`config.mk`:
```
export PLATFORM = sky130hd
export DESIGN_NAME = uep_top
export DESIGN_NICKNAME = d
export VERILOG_FILES = /design/src/include/uep_pkg.sv /design/src/uep_endpoint.sv /design/src/uep_top.sv
export VERILOG_INCLUDE_DIRS = /design/src /design/src/include
export SDC_FILE = /design/constraint.sdc
export NUM_CORES = 1
export LEC_CHECK = 0
export BUFFER_PORTS_ARGS = -buffer_cell sky130_fd_sc_hd__buf_2
export CORE_UTILIZATION = 30
export DETAILED_ROUTE_END_ITERATION = 10
export GPL_ROUTABILITY_DRIVEN = 0
export PLACE_DENSITY = 0.48
export SKIP_LAST_GASP = 1
export SYNTH_ARGS = -nofsm -noshare
export SYNTH_HDL_FRONTEND = slang
export SYNTH_SLANG_ARGS = --single-unit
export TNS_END_PERCENT = 20
```
`constraint.sdc`:
```
create_clock -name clk_i -period 5.8 [get_ports clk_i]
set_clock_uncertainty 0.2 [all_clocks]
set_input_delay 0.58 -clock clk_i [delete_from_list [all_inputs] [get_ports clk_i]]
set_output_delay 0.58 -clock clk_i [all_outputs]
set_load 0.05 [all_outputs]
```
`src/include/uep_defs.svh`:
```
/*
  Offsets, field positions, reset values and timing counts of the
  endpoint configuration and status block.
  Assumes a word-addressed register port with byte offsets.
*/
`ifndef UEP_DEFS_SVH
`define UEP_DEFS_SVH

`define UEP_NUM_EP 8
`define UEP_CFG_BASE 12'h100
`define UEP_STA_BASE 12'h130
`define UEP_FIFOCLR_OFS 12'h160
`define UEP_EVT_OFS 12'h164
`define UEP_INTEN_OFS 12'h168
`define UEP_STA_RESET 32'h0000_0100
`define UEP_DATA_TOGGLE_SEQ_RESET 2'h1
`define UEP_DPRAM_BYTES 16'h1000
`define UEP_EP_MAX_BYTES 16'h0400
`define UEP_CFG_MEMORY_ALLOCATE 1
`define UEP_CFG_BK_LO 2
`define UEP_CFG_SIZE_LO 4
`define UEP_CFG_DIR 8
`define UEP_CFG_AUTO_BANK_SWITCH 9
`define UEP_CFG_TYPE_LO 11
`define UEP_STA_DATA_TOGGLE_SEQ_LO 8
`define UEP_STA_TERR 10
`define UEP_STA_NBUSY_LO 12
`define UEP_STA_CURR_LO 14
`define UEP_STA_ACCESS_ALLOWED 16
`define UEP_STA_CONTROL_NEXT_DIRECTION 17
`define UEP_STA_CONFIG_VALID 18
`define UEP_STA_FIFO_BYTE_COUNT_LO 20
`define UEP_NBUSY_DELAY 3'h2

`endif

```
`src/include/uep_pkg.sv`:
```
/*
  Types of the endpoint configuration and status block.
  Assumes uep_defs.svh is on the include path.
*/
package uep_pkg;
  typedef enum logic [1:0] {
    UEP_KIND_CTRL,
    UEP_KIND_ISO,
    UEP_KIND_BULK,
    UEP_KIND_INTR
  } uep_kind_t;
  typedef logic [10:0] uep_bcnt_t;
  typedef logic [1:0] uep_bank_t;
endpackage : uep_pkg

```
`src/uep_endpoint.sv`:
```
/*
  One endpoint: configuration, allocation check, byte count, banks.
  Assumes single-cycle event strobes from the controller core.
*/
// The strobed register port was chosen for this implementation.
`timescale 1ns/1ps
`default_nettype none
`include "uep_defs.svh"

module uep_endpoint #(
  parameter bit IS_EP0 = 1'b0
) (
  input wire logic clk_i,
  input wire logic rst_n_i,
  input wire logic en_i,
  input wire logic bus_reset_i,
  input wire logic cfg_we_i,
  input wire logic [31:0] cfg_wdata_i,
  input wire logic fifo_clear_i,
  input wire logic sw_byte_i,
  input wire logic usb_byte_i,
  input wire logic setup_i,
  input wire logic setup_in_i,
  input wire logic toggle_err_i,
  input wire logic stall_i,
  input wire logic error_i,
  input wire logic hb_iso_i,
  input wire logic [1:0] int_en_i,
  output logic [31:0] cfg_o,
  output logic [31:0] sta_o,
  output logic int_o
);
  import uep_pkg::*;

  logic [31:0] cfg_r, cfg_nxt;
  uep_bcnt_t cnt_r, cnt_nxt;
  uep_bank_t bank_r, bank_nxt, busy_r, busy_nxt;
  uep_bank_t busy_step;
  logic ok_r, ok_nxt, dir_r, dir_nxt, terr_r, terr_nxt;
  logic [2:0] dly_r, dly_nxt;
  logic [15:0] bsize;
  logic [1:0] nbanks;
  logic in_ep, full, allowed;
  uep_kind_t kind;

  assign kind = uep_kind_t'(cfg_r[`UEP_CFG_TYPE_LO +: 2]);
  assign in_ep = cfg_r[`UEP_CFG_DIR] && kind != UEP_KIND_CTRL;
  assign bsize = 16'h0008 << cfg_r[`UEP_CFG_SIZE_LO +: 3];
  assign nbanks = cfg_r[`UEP_CFG_BK_LO +: 2] + 2'h1;
  assign full = {5'h0, cnt_r} >= bsize;
  assign allowed = !stall_i && !error_i && (in_ep ? !full : cnt_r != 11'h0);
  // A released IN bank waits for the host; a released OUT bank is free again
  assign busy_step = in_ep ? ((busy_r < nbanks) ? busy_r + 2'h1 : busy_r)
                           : ((busy_r != 2'h0) ? busy_r - 2'h1 : busy_r);

  always_comb begin
    cfg_nxt = cfg_r;
    ok_nxt = ok_r;
    cnt_nxt = cnt_r;
    bank_nxt = bank_r;
    busy_nxt = busy_r;
    dly_nxt = dly_r;
    dir_nxt = dir_r;
    terr_nxt = terr_r;
    if (cfg_we_i) begin
      cfg_nxt = {16'h0, 1'b0, cfg_wdata_i[14:8], 1'b0, cfg_wdata_i[6:2], cfg_wdata_i[1], 1'b0};
      if (cfg_wdata_i[`UEP_CFG_MEMORY_ALLOCATE]) begin
        ok_nxt = cfg_wdata_i[3:2] != 2'h3 && cfg_wdata_i[6:4] != 3'h7
          && ((16'h0008 << cfg_wdata_i[6:4]) * ({14'h0, cfg_wdata_i[3:2]} + 16'h1))
             <= `UEP_EP_MAX_BYTES
          && `UEP_EP_MAX_BYTES <= `UEP_DPRAM_BYTES;
      end
    end
    if (in_ep) begin
      cnt_nxt = cnt_r + {10'h0, sw_byte_i} - {10'h0, usb_byte_i};
    end else begin
      cnt_nxt = cnt_r + {10'h0, usb_byte_i} - {10'h0, sw_byte_i};
    end
    if (setup_i) begin
      dir_nxt = setup_in_i;
    end
    if (toggle_err_i && hb_iso_i && !in_ep) begin
      terr_nxt = 1'b1;
    end
    if (dly_r != 3'h0) begin
      dly_nxt = dly_r - 3'h1;
      if (dly_r == 3'h1) begin
        busy_nxt = busy_step;
      end
    end
    if (fifo_clear_i) begin
      cnt_nxt = 11'h0;
      dly_nxt = `UEP_NBUSY_DELAY;
      // A release still waiting would be lost by the restart: apply it now
      if (dly_r > 3'h1) begin
        busy_nxt = busy_step;
      end
      if (!(toggle_err_i && hb_iso_i)) begin
        terr_nxt = 1'b0;
      end
      if (kind != UEP_KIND_CTRL && nbanks != 2'h1) begin
        bank_nxt = (bank_r + 2'h1 >= nbanks) ? 2'h0 : bank_r + 2'h1;
      end
    end
    if (!in_ep && usb_byte_i == 1'b0 && full && busy_r == 2'h0) begin
      busy_nxt = 2'h1;
    end
    if (bus_reset_i) begin
      cfg_nxt[14:8] = 7'h0;
      if (!IS_EP0) begin
        cfg_nxt[6:1] = 6'h0;
      end
      cnt_nxt = 11'h0;
      bank_nxt = 2'h0;
      busy_nxt = 2'h0;
      dly_nxt = 3'h0;
      terr_nxt = 1'b0;
    end
  end

  always_ff @(posedge clk_i or negedge rst_n_i) begin
    if (!rst_n_i) begin
      cfg_r <= 32'h0;
      ok_r <= 1'b0;
      cnt_r <= 11'h0;
      bank_r <= 2'h0;
      busy_r <= 2'h0;
      dly_r <= 3'h0;
      dir_r <= 1'b0;
      terr_r <= 1'b0;
    end else if (en_i) begin
      cfg_r <= cfg_nxt;
      ok_r <= ok_nxt;
      cnt_r <= cnt_nxt;
      bank_r <= bank_nxt;
      busy_r <= busy_nxt;
      dly_r <= dly_nxt;
      dir_r <= dir_nxt;
      terr_r <= terr_nxt;
    end
  end

  // Count and bank are registered; allowed is decoded from the registered count and the live stall and error inputs
  assign cfg_o = cfg_r;
  assign sta_o = {1'b0, cnt_r, 1'b0, ok_r, dir_r, allowed, bank_r, busy_r, 1'b0, terr_r,
                  `UEP_DATA_TOGGLE_SEQ_RESET, 8'h0};
  assign int_o = (int_en_i[0] && (in_ep ? busy_r == 2'h0 : busy_r == nbanks))
                 || (int_en_i[1] && terr_r);
endmodule : uep_endpoint
`default_nettype wire

```
`src/uep_top.sv`:
```
/*
  Register port and eight endpoint configuration and status slices.
  Assumes a strobed register master and controller event strobes.
*/
`timescale 1ns/1ps
`default_nettype none
`include "uep_defs.svh"

module uep_top (
  input wire logic clk_i,
  input wire logic rst_n_i,
  input wire logic en_i,
  input wire logic [11:0] addr_i,
  input wire logic [31:0] wdata_i,
  input wire logic wr_i,
  input wire logic rd_i,
  output logic [31:0] rdata_o,
  input wire logic bus_reset_i,
  input wire logic [7:0] usb_byte_i,
  input wire logic [7:0] sw_byte_i,
  input wire logic [7:0] setup_i,
  input wire logic setup_in_i,
  input wire logic [7:0] toggle_err_i,
  input wire logic [7:0] stall_i,
  input wire logic [7:0] error_i,
  output logic [7:0] endpoint_interrupt_o
);
  import uep_pkg::*;

  logic [31:0] cfg_w [8];
  logic [31:0] sta_w [8];
  logic [15:0] inten_r, inten_nxt;
  logic [7:0] hbiso_r, hbiso_nxt;
  logic [31:0] rdata_r, rdata_nxt;
  logic [7:0] clr;

  assign clr = (wr_i && addr_i == `UEP_FIFOCLR_OFS) ? wdata_i[7:0] : 8'h0;

  for (genvar n = 0; n < 8; n++) begin : g_ep
    uep_endpoint #(.IS_EP0(n == 0)) u_ep (
      .clk_i(clk_i),
      .rst_n_i(rst_n_i),
      .en_i(en_i),
      .bus_reset_i(bus_reset_i),
      .cfg_we_i(wr_i && addr_i == `UEP_CFG_BASE + 12'(n * 4)),
      .cfg_wdata_i(wdata_i),
      .fifo_clear_i(clr[n]),
      .sw_byte_i(sw_byte_i[n]),
      .usb_byte_i(usb_byte_i[n]),
      .setup_i(setup_i[n]),
      .setup_in_i(setup_in_i),
      .toggle_err_i(toggle_err_i[n]),
      .stall_i(stall_i[n]),
      .error_i(error_i[n]),
      .hb_iso_i(hbiso_r[n]),
      .int_en_i(inten_r[2*n +: 2]),
      .cfg_o(cfg_w[n]),
      .sta_o(sta_w[n]),
      .int_o(endpoint_interrupt_o[n])
    );
  end

  always_comb begin
    inten_nxt = inten_r;
    hbiso_nxt = hbiso_r;
    rdata_nxt = 32'h0;
    if (wr_i && addr_i == `UEP_INTEN_OFS) begin
      inten_nxt = wdata_i[15:0];
    end
    if (wr_i && addr_i == `UEP_EVT_OFS) begin
      hbiso_nxt = wdata_i[7:0];
    end
    if (rd_i) begin
      for (int i = 0; i < 8; i++) begin
        if (addr_i == `UEP_CFG_BASE + 12'(i * 4)) begin
          rdata_nxt = cfg_w[i];
        end
        if (addr_i == `UEP_STA_BASE + 12'(i * 4)) begin
          rdata_nxt = sta_w[i];
        end
      end
      if (addr_i == `UEP_INTEN_OFS) begin
        rdata_nxt = {16'h0, inten_r};
      end
      if (addr_i == `UEP_EVT_OFS) begin
        rdata_nxt = {24'h0, hbiso_r};
      end
    end
  end

  always_ff @(posedge clk_i or negedge rst_n_i) begin
    if (!rst_n_i) begin
      inten_r <= 16'h0;
      hbiso_r <= 8'h0;
      rdata_r <= 32'h0;
    end else if (en_i) begin
      inten_r <= inten_nxt;
      hbiso_r <= hbiso_nxt;
      rdata_r <= rdata_nxt;
    end
  end

  assign rdata_o = rdata_r;
endmodule : uep_top
`default_nettype wire

```
Yosys cells after proc, flatten, opt, wreduce, memory -nomap -nowiden:

Cells that the tools add are included.

* register bits: 328
* input port bits: 99
* output and inout port bits: 40
* word-level logic and storage cells: 736

* $add $sub $neg: 73
* $mul: 1
* magnitude comparators: 33
* equality and inequality tests: 45
* shifts and indexed selects: 9
* muxes and demuxes: 243
* bitwise logic cells: 8
* reduce and logical (&&, ||, !) cells: 256

Operator list (count)
* 2-to-1 mux 32 bit: 18
* 2-to-1 mux 11 bit: 24
* == test 12 x 9 -> 1 bit (second input constant): 19
* 2-to-1 mux 2 bit: 104
* adder 11 x 1 -> 11 bit: 16
* subtractor 11 x 1 -> 11 bit: 16
* left shift 4 x 3 -> 16 bit (first input constant): 9
* 2-to-1 mux 15 bit: 9
* greater-or-equal comparator 11 x 16 -> 1 bit: 8
* logical AND 1 bit: 101
* nonzero test 11 bit: 8
* nonzero test 2 bit: 40
* 2-to-1 mux 3 bit: 24
* 2-to-1 mux 7 bit: 8
* AND reduction 2 bit: 27
* adder 2 x 1 -> 2 bit (second input constant): 24
* 2-to-1 mux 1 bit: 48
* AND reduction 3 bit: 16
* nonzero test 3 bit: 16
* 2-to-1 mux 6 bit: 7
* logical NOT 1 bit: 32
* == test 3 x 1 -> 1 bit (second input constant): 8
* > comparator 3 x 1 -> 1 bit (second input constant): 8
* subtractor 3 x 1 -> 3 bit (second input constant): 8
* other kinds (14): 70

Depth between registers and ports, before layout:

* depth in word-level cells: 23
* mapped depth: 14
* depth with buffers taken out: 13

Cells and area by module:

A second synthesis with hierarchy kept.

* cell total of the unflattened synthesis: 4434
* area total of the unflattened synthesis: 36426.2 µm²

Modules (own cells, without submodules)
* uep_endpoint at g_ep[3].u_ep ...: times used 4, cells each 434, area an instance 3631.0 µm², sequential area each 850.8 µm²
* uep_top: times used 1, cells each 977, area an instance 7211.9 µm², sequential area each 1401.3 µm²
* uep_endpoint at g_ep[5].u_ep: times used 1, cells each 452, area an instance 3837.4 µm², sequential area each 850.8 µm²
* uep_endpoint at g_ep[2].u_ep: times used 1, cells each 436, area an instance 3658.5 µm², sequential area each 850.8 µm²
* uep_endpoint at g_ep[1].u_ep: times used 1, cells each 429, area an instance 3652.3 µm², sequential area each 850.8 µm²
* uep_endpoint at g_ep[0].u_ep: times used 1, cells each 404, area an instance 3542.1 µm², sequential area each 850.8 µm²

Least setup slack after synthesis:

No wires, ideal clock.

* path kind: input -> register
* start: input wdata_i[5]
* end: register g_ep[4].u_ep.ok_r
* library setup time: 110 ps
* data arrival time: 3669 ps
* required time: 5490 ps
* slack: 1821 ps
* stages on the path: 13
* path buffers: 2
* path through: clkbuf_1 clkbuf_1 nor3_1 fa_1 ha_1 fa_1 nor3_1 o41ai_1 nor2_1 nand2_1 o21a_1 a211o_1 o41ai_1

* longest elaborated chain between the ends: 4
* elaborated cells on any way between the ends: 6
* those cells by class: mul: 1; order compare: 1; eq/ne: 1; shift: 1; reduce/logical: 2

RTL lines
* from (decl): RTL line uep_top.sv:14 `input wire logic [31:0] wdata_i,`
* left shift 4 x 3 -> 16 bit: RTL line uep_endpoint.sv:69 `&& ((16'h0008 << cfg_wdata_i[6:4]) * ({14'h0, cfg_wdata_i[3:2]} + 16'h1))`
* multiplier 16 x 16 -> 16 bit: RTL line uep_endpoint.sv:69
* <= comparator 16 x 11 -> 1 bit (no line)
* logical AND 1 bit (no line) *
* to (signal assigned): RTL line uep_endpoint.sv:133 `ok_r <= ok_nxt;`
* to (decl): RTL line uep_endpoint.sv:39 `logic ok_r, ok_nxt, dir_r, dir_nxt, terr_r, terr_nxt;`

Every way passes the cells marked *; elsewhere a longest branch is shown, timed or not.
A chain may end at the register's enable or synchronous reset.

Worst setup path after layout:

* start: input wdata_i[3]
* end: register g_ep[4].u_ep.ok_r

* longest elaborated chain between the ends: 4
* elaborated cells on any way between the ends: 6
* those cells by class: add/sub: 1; mul: 1; order compare: 1; eq/ne: 1; reduce/logical: 2

RTL lines (RTL line)
* adder 2 x 1 -> 3 bit: uep_endpoint.sv:69
* multiplier 16 x 16 -> 16 bit: uep_endpoint.sv:69
* <= comparator 16 x 11 -> 1 bit (no line)
* logical AND 1 bit (no line) *

Marks and branches as above.

==> results by group <==
CTS
  – H-tree levels: 2
  – CTS sink cnt: 326
  – CTS tree: built
  – Clk_lat worst skew: 0.60 ns
  – Maximum buffer depth of the clock tree: 3
  – Clock-pin slew on the worst setup and hold paths: 0.06 ns
  – Root Buffer: clkbuf_16
  – CTS Buf Count: 44

Yosys
  – Mapped Area: 25210 um2
  – Most used DFF post-synth: dfrtp_1
  – Synth area leader: dfrtp_1
  – Warnings, synthesis: 0
  – Cell count after synthesis: 2917
  – Synth Register Bits: 326
  – Synth top area cells: dfrtp_1 32%, ha_1 15%, o21ai_0 4.5%, inv_1 4.0%, nand2_1 3.8%
  – Distinct cell type count after synthesis: 79
  – Asr flop ratio synth: 100.0%
  – Seq/Total Area, Yosys: 32.36%
  – Share of the synthesized area in the top cell type: 32.36%
  – Syn Area/Cell: 8.642 um2
  – Number of synthesized flops with an enable pin: 0

GRT
  – Largest net degree at the start of global routing: 154
  – GR Util All Layers: 21.80%
  – GR Overflow Total: 0
  – Global-route wire length before repair: 140400 um
  – Vias in the first global route: 21660
  – Initial antenna violation count: 3

Timing
  – RSZ-0062 raised after global routing: false
  – Final Setup Violations: 0
  – Max-Slew Margin vs Limit: 21.71%
  – Least-Margin Pin Slew: 1.171 ns
  – Worst hold slack: 0.02934 ns
  – Fmax: 253.9 MHz
  – Max-slew violation count: 0
  – Final Cycle Share: 67.90%
  – Hold Fails Final Rpt: 0
  – Setup_tns: 0 ns
  – Period minus WS final: 3.938 ns

Setup path
  – CP cell instances: buf_2 -> ha_1 -> nand2b_1 -> nor3_1 -> fa_1 -> ha_1 -> fa_1 -> nor3_1 -> o41ai_1 -> nor2_1 -> nand2_1 -> o21a_1 -> a211o_1 -> o41ai_1
  – Worst Path Buf+Inv: 1
  – Crit start category: input pin
  – Critical path depth in cells: 14
  – CP max-delay cell: fa_1
  – CP arrival: 4.21 ns
  – Family with the most delay on the worst path: adder cells
  – WS Path Type: in2reg
  – Max Fanout on Critical Path: 8
  – Critical path required time: 6.07 ns
  – Cells on worst reg2reg path: 10
  – Slowest Stage Delay on Critical Path: 0.45 ns
  – Endpoint class of the critical path: flop

Job
  – Max-cap violations: 0

Finish
  – Ratio of cells with drive above 1 in the final layout: 11.63%
  – Layout Nets: 3414
  – Fin util: 34.51%
  – Area Overhead vs Synth: 13.12%

Floorplan
  – Chip height: 291.9 um
  – Die width: 291.9 um
  – Rows: 105
  – Starting density of the core: 30.50%
  – Total die area: 85190 um2
  – IO Count: 139
  – Placeable Area: 82640 um2

Power
  – Leak: 12.71 nW
  – Pwr Density: 416.7 nW/um2
  – Max VDD drop: 0.2179 mV

Routing
  – DR WL/cell: 22.97 um
  – Via Count: 22470
  – Drt via density: 5.493
  – # DRC: 0
  – DR iter-0 viols: 1972
  – Final wirelength: 93940 um
  – DR pass1 iterations: 5
  – Antenna viol nets, final: 0

Placed design
  – Port Buf Inserts: 120
  – Dpl hpwl: 71030 um

Hold path
  – Cells on Worst Hold Path: 2
  – Hold/Removal Path Class: in2reg

Run status
  – Status: finished clean
-- registers in the layout, indices dropped and copies added, names as in the netlist --
name	cells
g_ep.u_ep.terr_r	8
hbiso_r	8
g_ep.u_ep.busy_r	16
inten_r	16
g_ep.u_ep.cfg_o	104
rdata_o	30
g_ep.u_ep.dly_r	24
g_ep.u_ep.ok_r	8
g_ep.u_ep.dir_r	8
g_ep.u_ep.bank_r	16
g_ep.u_ep.cnt_r	88
-- where the power goes --
| group | total [W] | switching, W | internal (W) |
|---|---|---|---|
| Sequential | 0.00334 | 0.000649 | 0.00269 |
| Combinational | 0.00560 | 0.00313 | 0.00247 |
| Clock | 0.00294 | 0.00116 | 0.00177 |
-- through the flow --
stage / total power (W) / area, um2 / worst slack (ns) / cells
CTS: 0.01191 / 28510 / 1.824 / 4088
global route: 0.01286 / 28510 / 1.614 / 4088
finish: 0.01188 / 28510 / 1.862 / 4090
floorplan: 0.007477 / 25210 / 1.821 / 2918
global placement: 0.008924 / 26960 / 1.286 / 4008
detailed placement: 0.008919 / 26960 / 1.256 / 4008
-- repair_timing --
action	in CTS	in global routing
hold endpoints to repair	66	0
resized for setup	0	0
setup buffers	0	0
setup endpoints to repair	0	0
hold buffers	1	0
-- cell usage in the layout (no fill, tap or decap), types with 23 or more instances in the layout --
master | Yosys | final
a21oi_1 | 143 | 143
a22oi_1 | 43 | 43
buf_2 | 15 | 118
buf_4 | 10 | 44
clkbuf_16 | 0 | 45
dfrtp_1 | 326 | 326
fa_1 | 23 | 23
ha_1 | 307 | 307
inv_1 | 271 | 271
mux2_2 | 47 | 47
mux2i_1 | 23 | 23
nand2_1 | 252 | 252
nand2b_1 | 62 | 62
nand3_1 | 113 | 113
nand3b_1 | 33 | 33
nand4_1 | 29 | 29
nor2_1 | 194 | 191
nor3_1 | 65 | 64
o211ai_1 | 26 | 26
o21ai_0 | 228 | 228
o22ai_1 | 109 | 109
xnor2_1 | 48 | 48
xor2_1 | 30 | 30
-- metal layers --
metal  track usage [%]  vias up  wire length [um]  part of all wire (%)
met3             4.080      119              5913                   6.3
met5                 0        -                 0                     0
met4             5.828        0              2471                   2.6
met2             33.24      633             40790                    43
met1             31.28    11060             44760                    48
li1                  -    10650                 -                     -
-- synth_stat cells, drive strengths merged, types with 8 or more instances --
| master | number |
|---|---|
| a2111oi | 9 |
| a211oi | 13 |
| a21boi | 8 |
| a21o | 19 |
| a21oi | 146 |
| a221oi | 19 |
| a222oi | 9 |
| a22o | 20 |
| a22oi | 43 |
| a31o | 12 |
| a31oi | 21 |
| a32oi | 8 |
| and3 | 17 |
| buf | 36 |
| clkbuf | 110 |
| dfrtp | 326 |
| fa | 23 |
| ha | 307 |
| inv | 271 |
| mux2 | 47 |
| mux2i | 23 |
| nand2 | 253 |
| nand2b | 62 |
| nand3 | 113 |
| nand3b | 33 |
| nand4 | 29 |
| nor2 | 196 |
| nor2b | 17 |
| nor3 | 66 |
| nor4 | 19 |
| o2111ai | 15 |
| o211ai | 26 |
| o21a | 19 |
| o21ai | 240 |
| o21bai | 19 |
| o221ai | 8 |
| o22a | 10 |
| o22ai | 110 |
| o31ai | 10 |
| o32ai | 10 |
| or3 | 16 |
| or3b | 16 |
| xnor2 | 48 |
| xor2 | 30 |
-- cells by family after synthesis --
| kind of cell | Yosys count | synth area share [%] |
|---|---|---|
| AND/OR/NAND/NOR | 871 | 17.28 |
| AO/OA/AOI/OAI | 823 | 20.98 |
| buffers and inverters | 417 | 6.492 |
| adder cells (fa/ha/maj) | 330 | 17.06 |
| flip-flops | 326 | 32.36 |
| XOR/XNOR | 78 | 2.710 |
| multiplexers | 71 | 3.102 |
| other | 1 | 0.01488 |
-- layout make-up --
type                       count  area [um2]
fill                        8621       54120
multi-input combinational   2175       15460
sequential                   326        8158
tap                         1070        1339
clock buffer                  59        1279
inverter                     271        1017
timing repair buffer         167       999.7
clock inverter                20       260.3
antenna                        2       5.005
-- path summary, 6_finish.rpt --
check                                                     end                                from  slack, ns
min in group asynchronous  g_ep[4].u_ep.busy_r[0]$_DFFE_PN0P_                             rst_n_i       0.34
max in group asynchronous   g_ep[0].u_ep.cnt_r[3]$_DFFE_PN0P_                             rst_n_i       3.70
max                             g_ep[4].u_ep.ok_r$_DFFE_PN0P_                          wdata_i[3]       1.86
min reg2reg                g_ep[1].u_ep.cfg_o[14]$_DFFE_PN0P_  g_ep[1].u_ep.cfg_o[14]$_DFFE_PN0P_       0.28
min                                   inten_r[15]$_DFFE_PN0P_                         wdata_i[15]       0.03
max reg2reg                           rdata_o[16]$_DFFE_PN0P_   g_ep[0].u_ep.cfg_o[4]$_DFFE_PN0P_       2.18
Power figures use the tool's default switching activity.
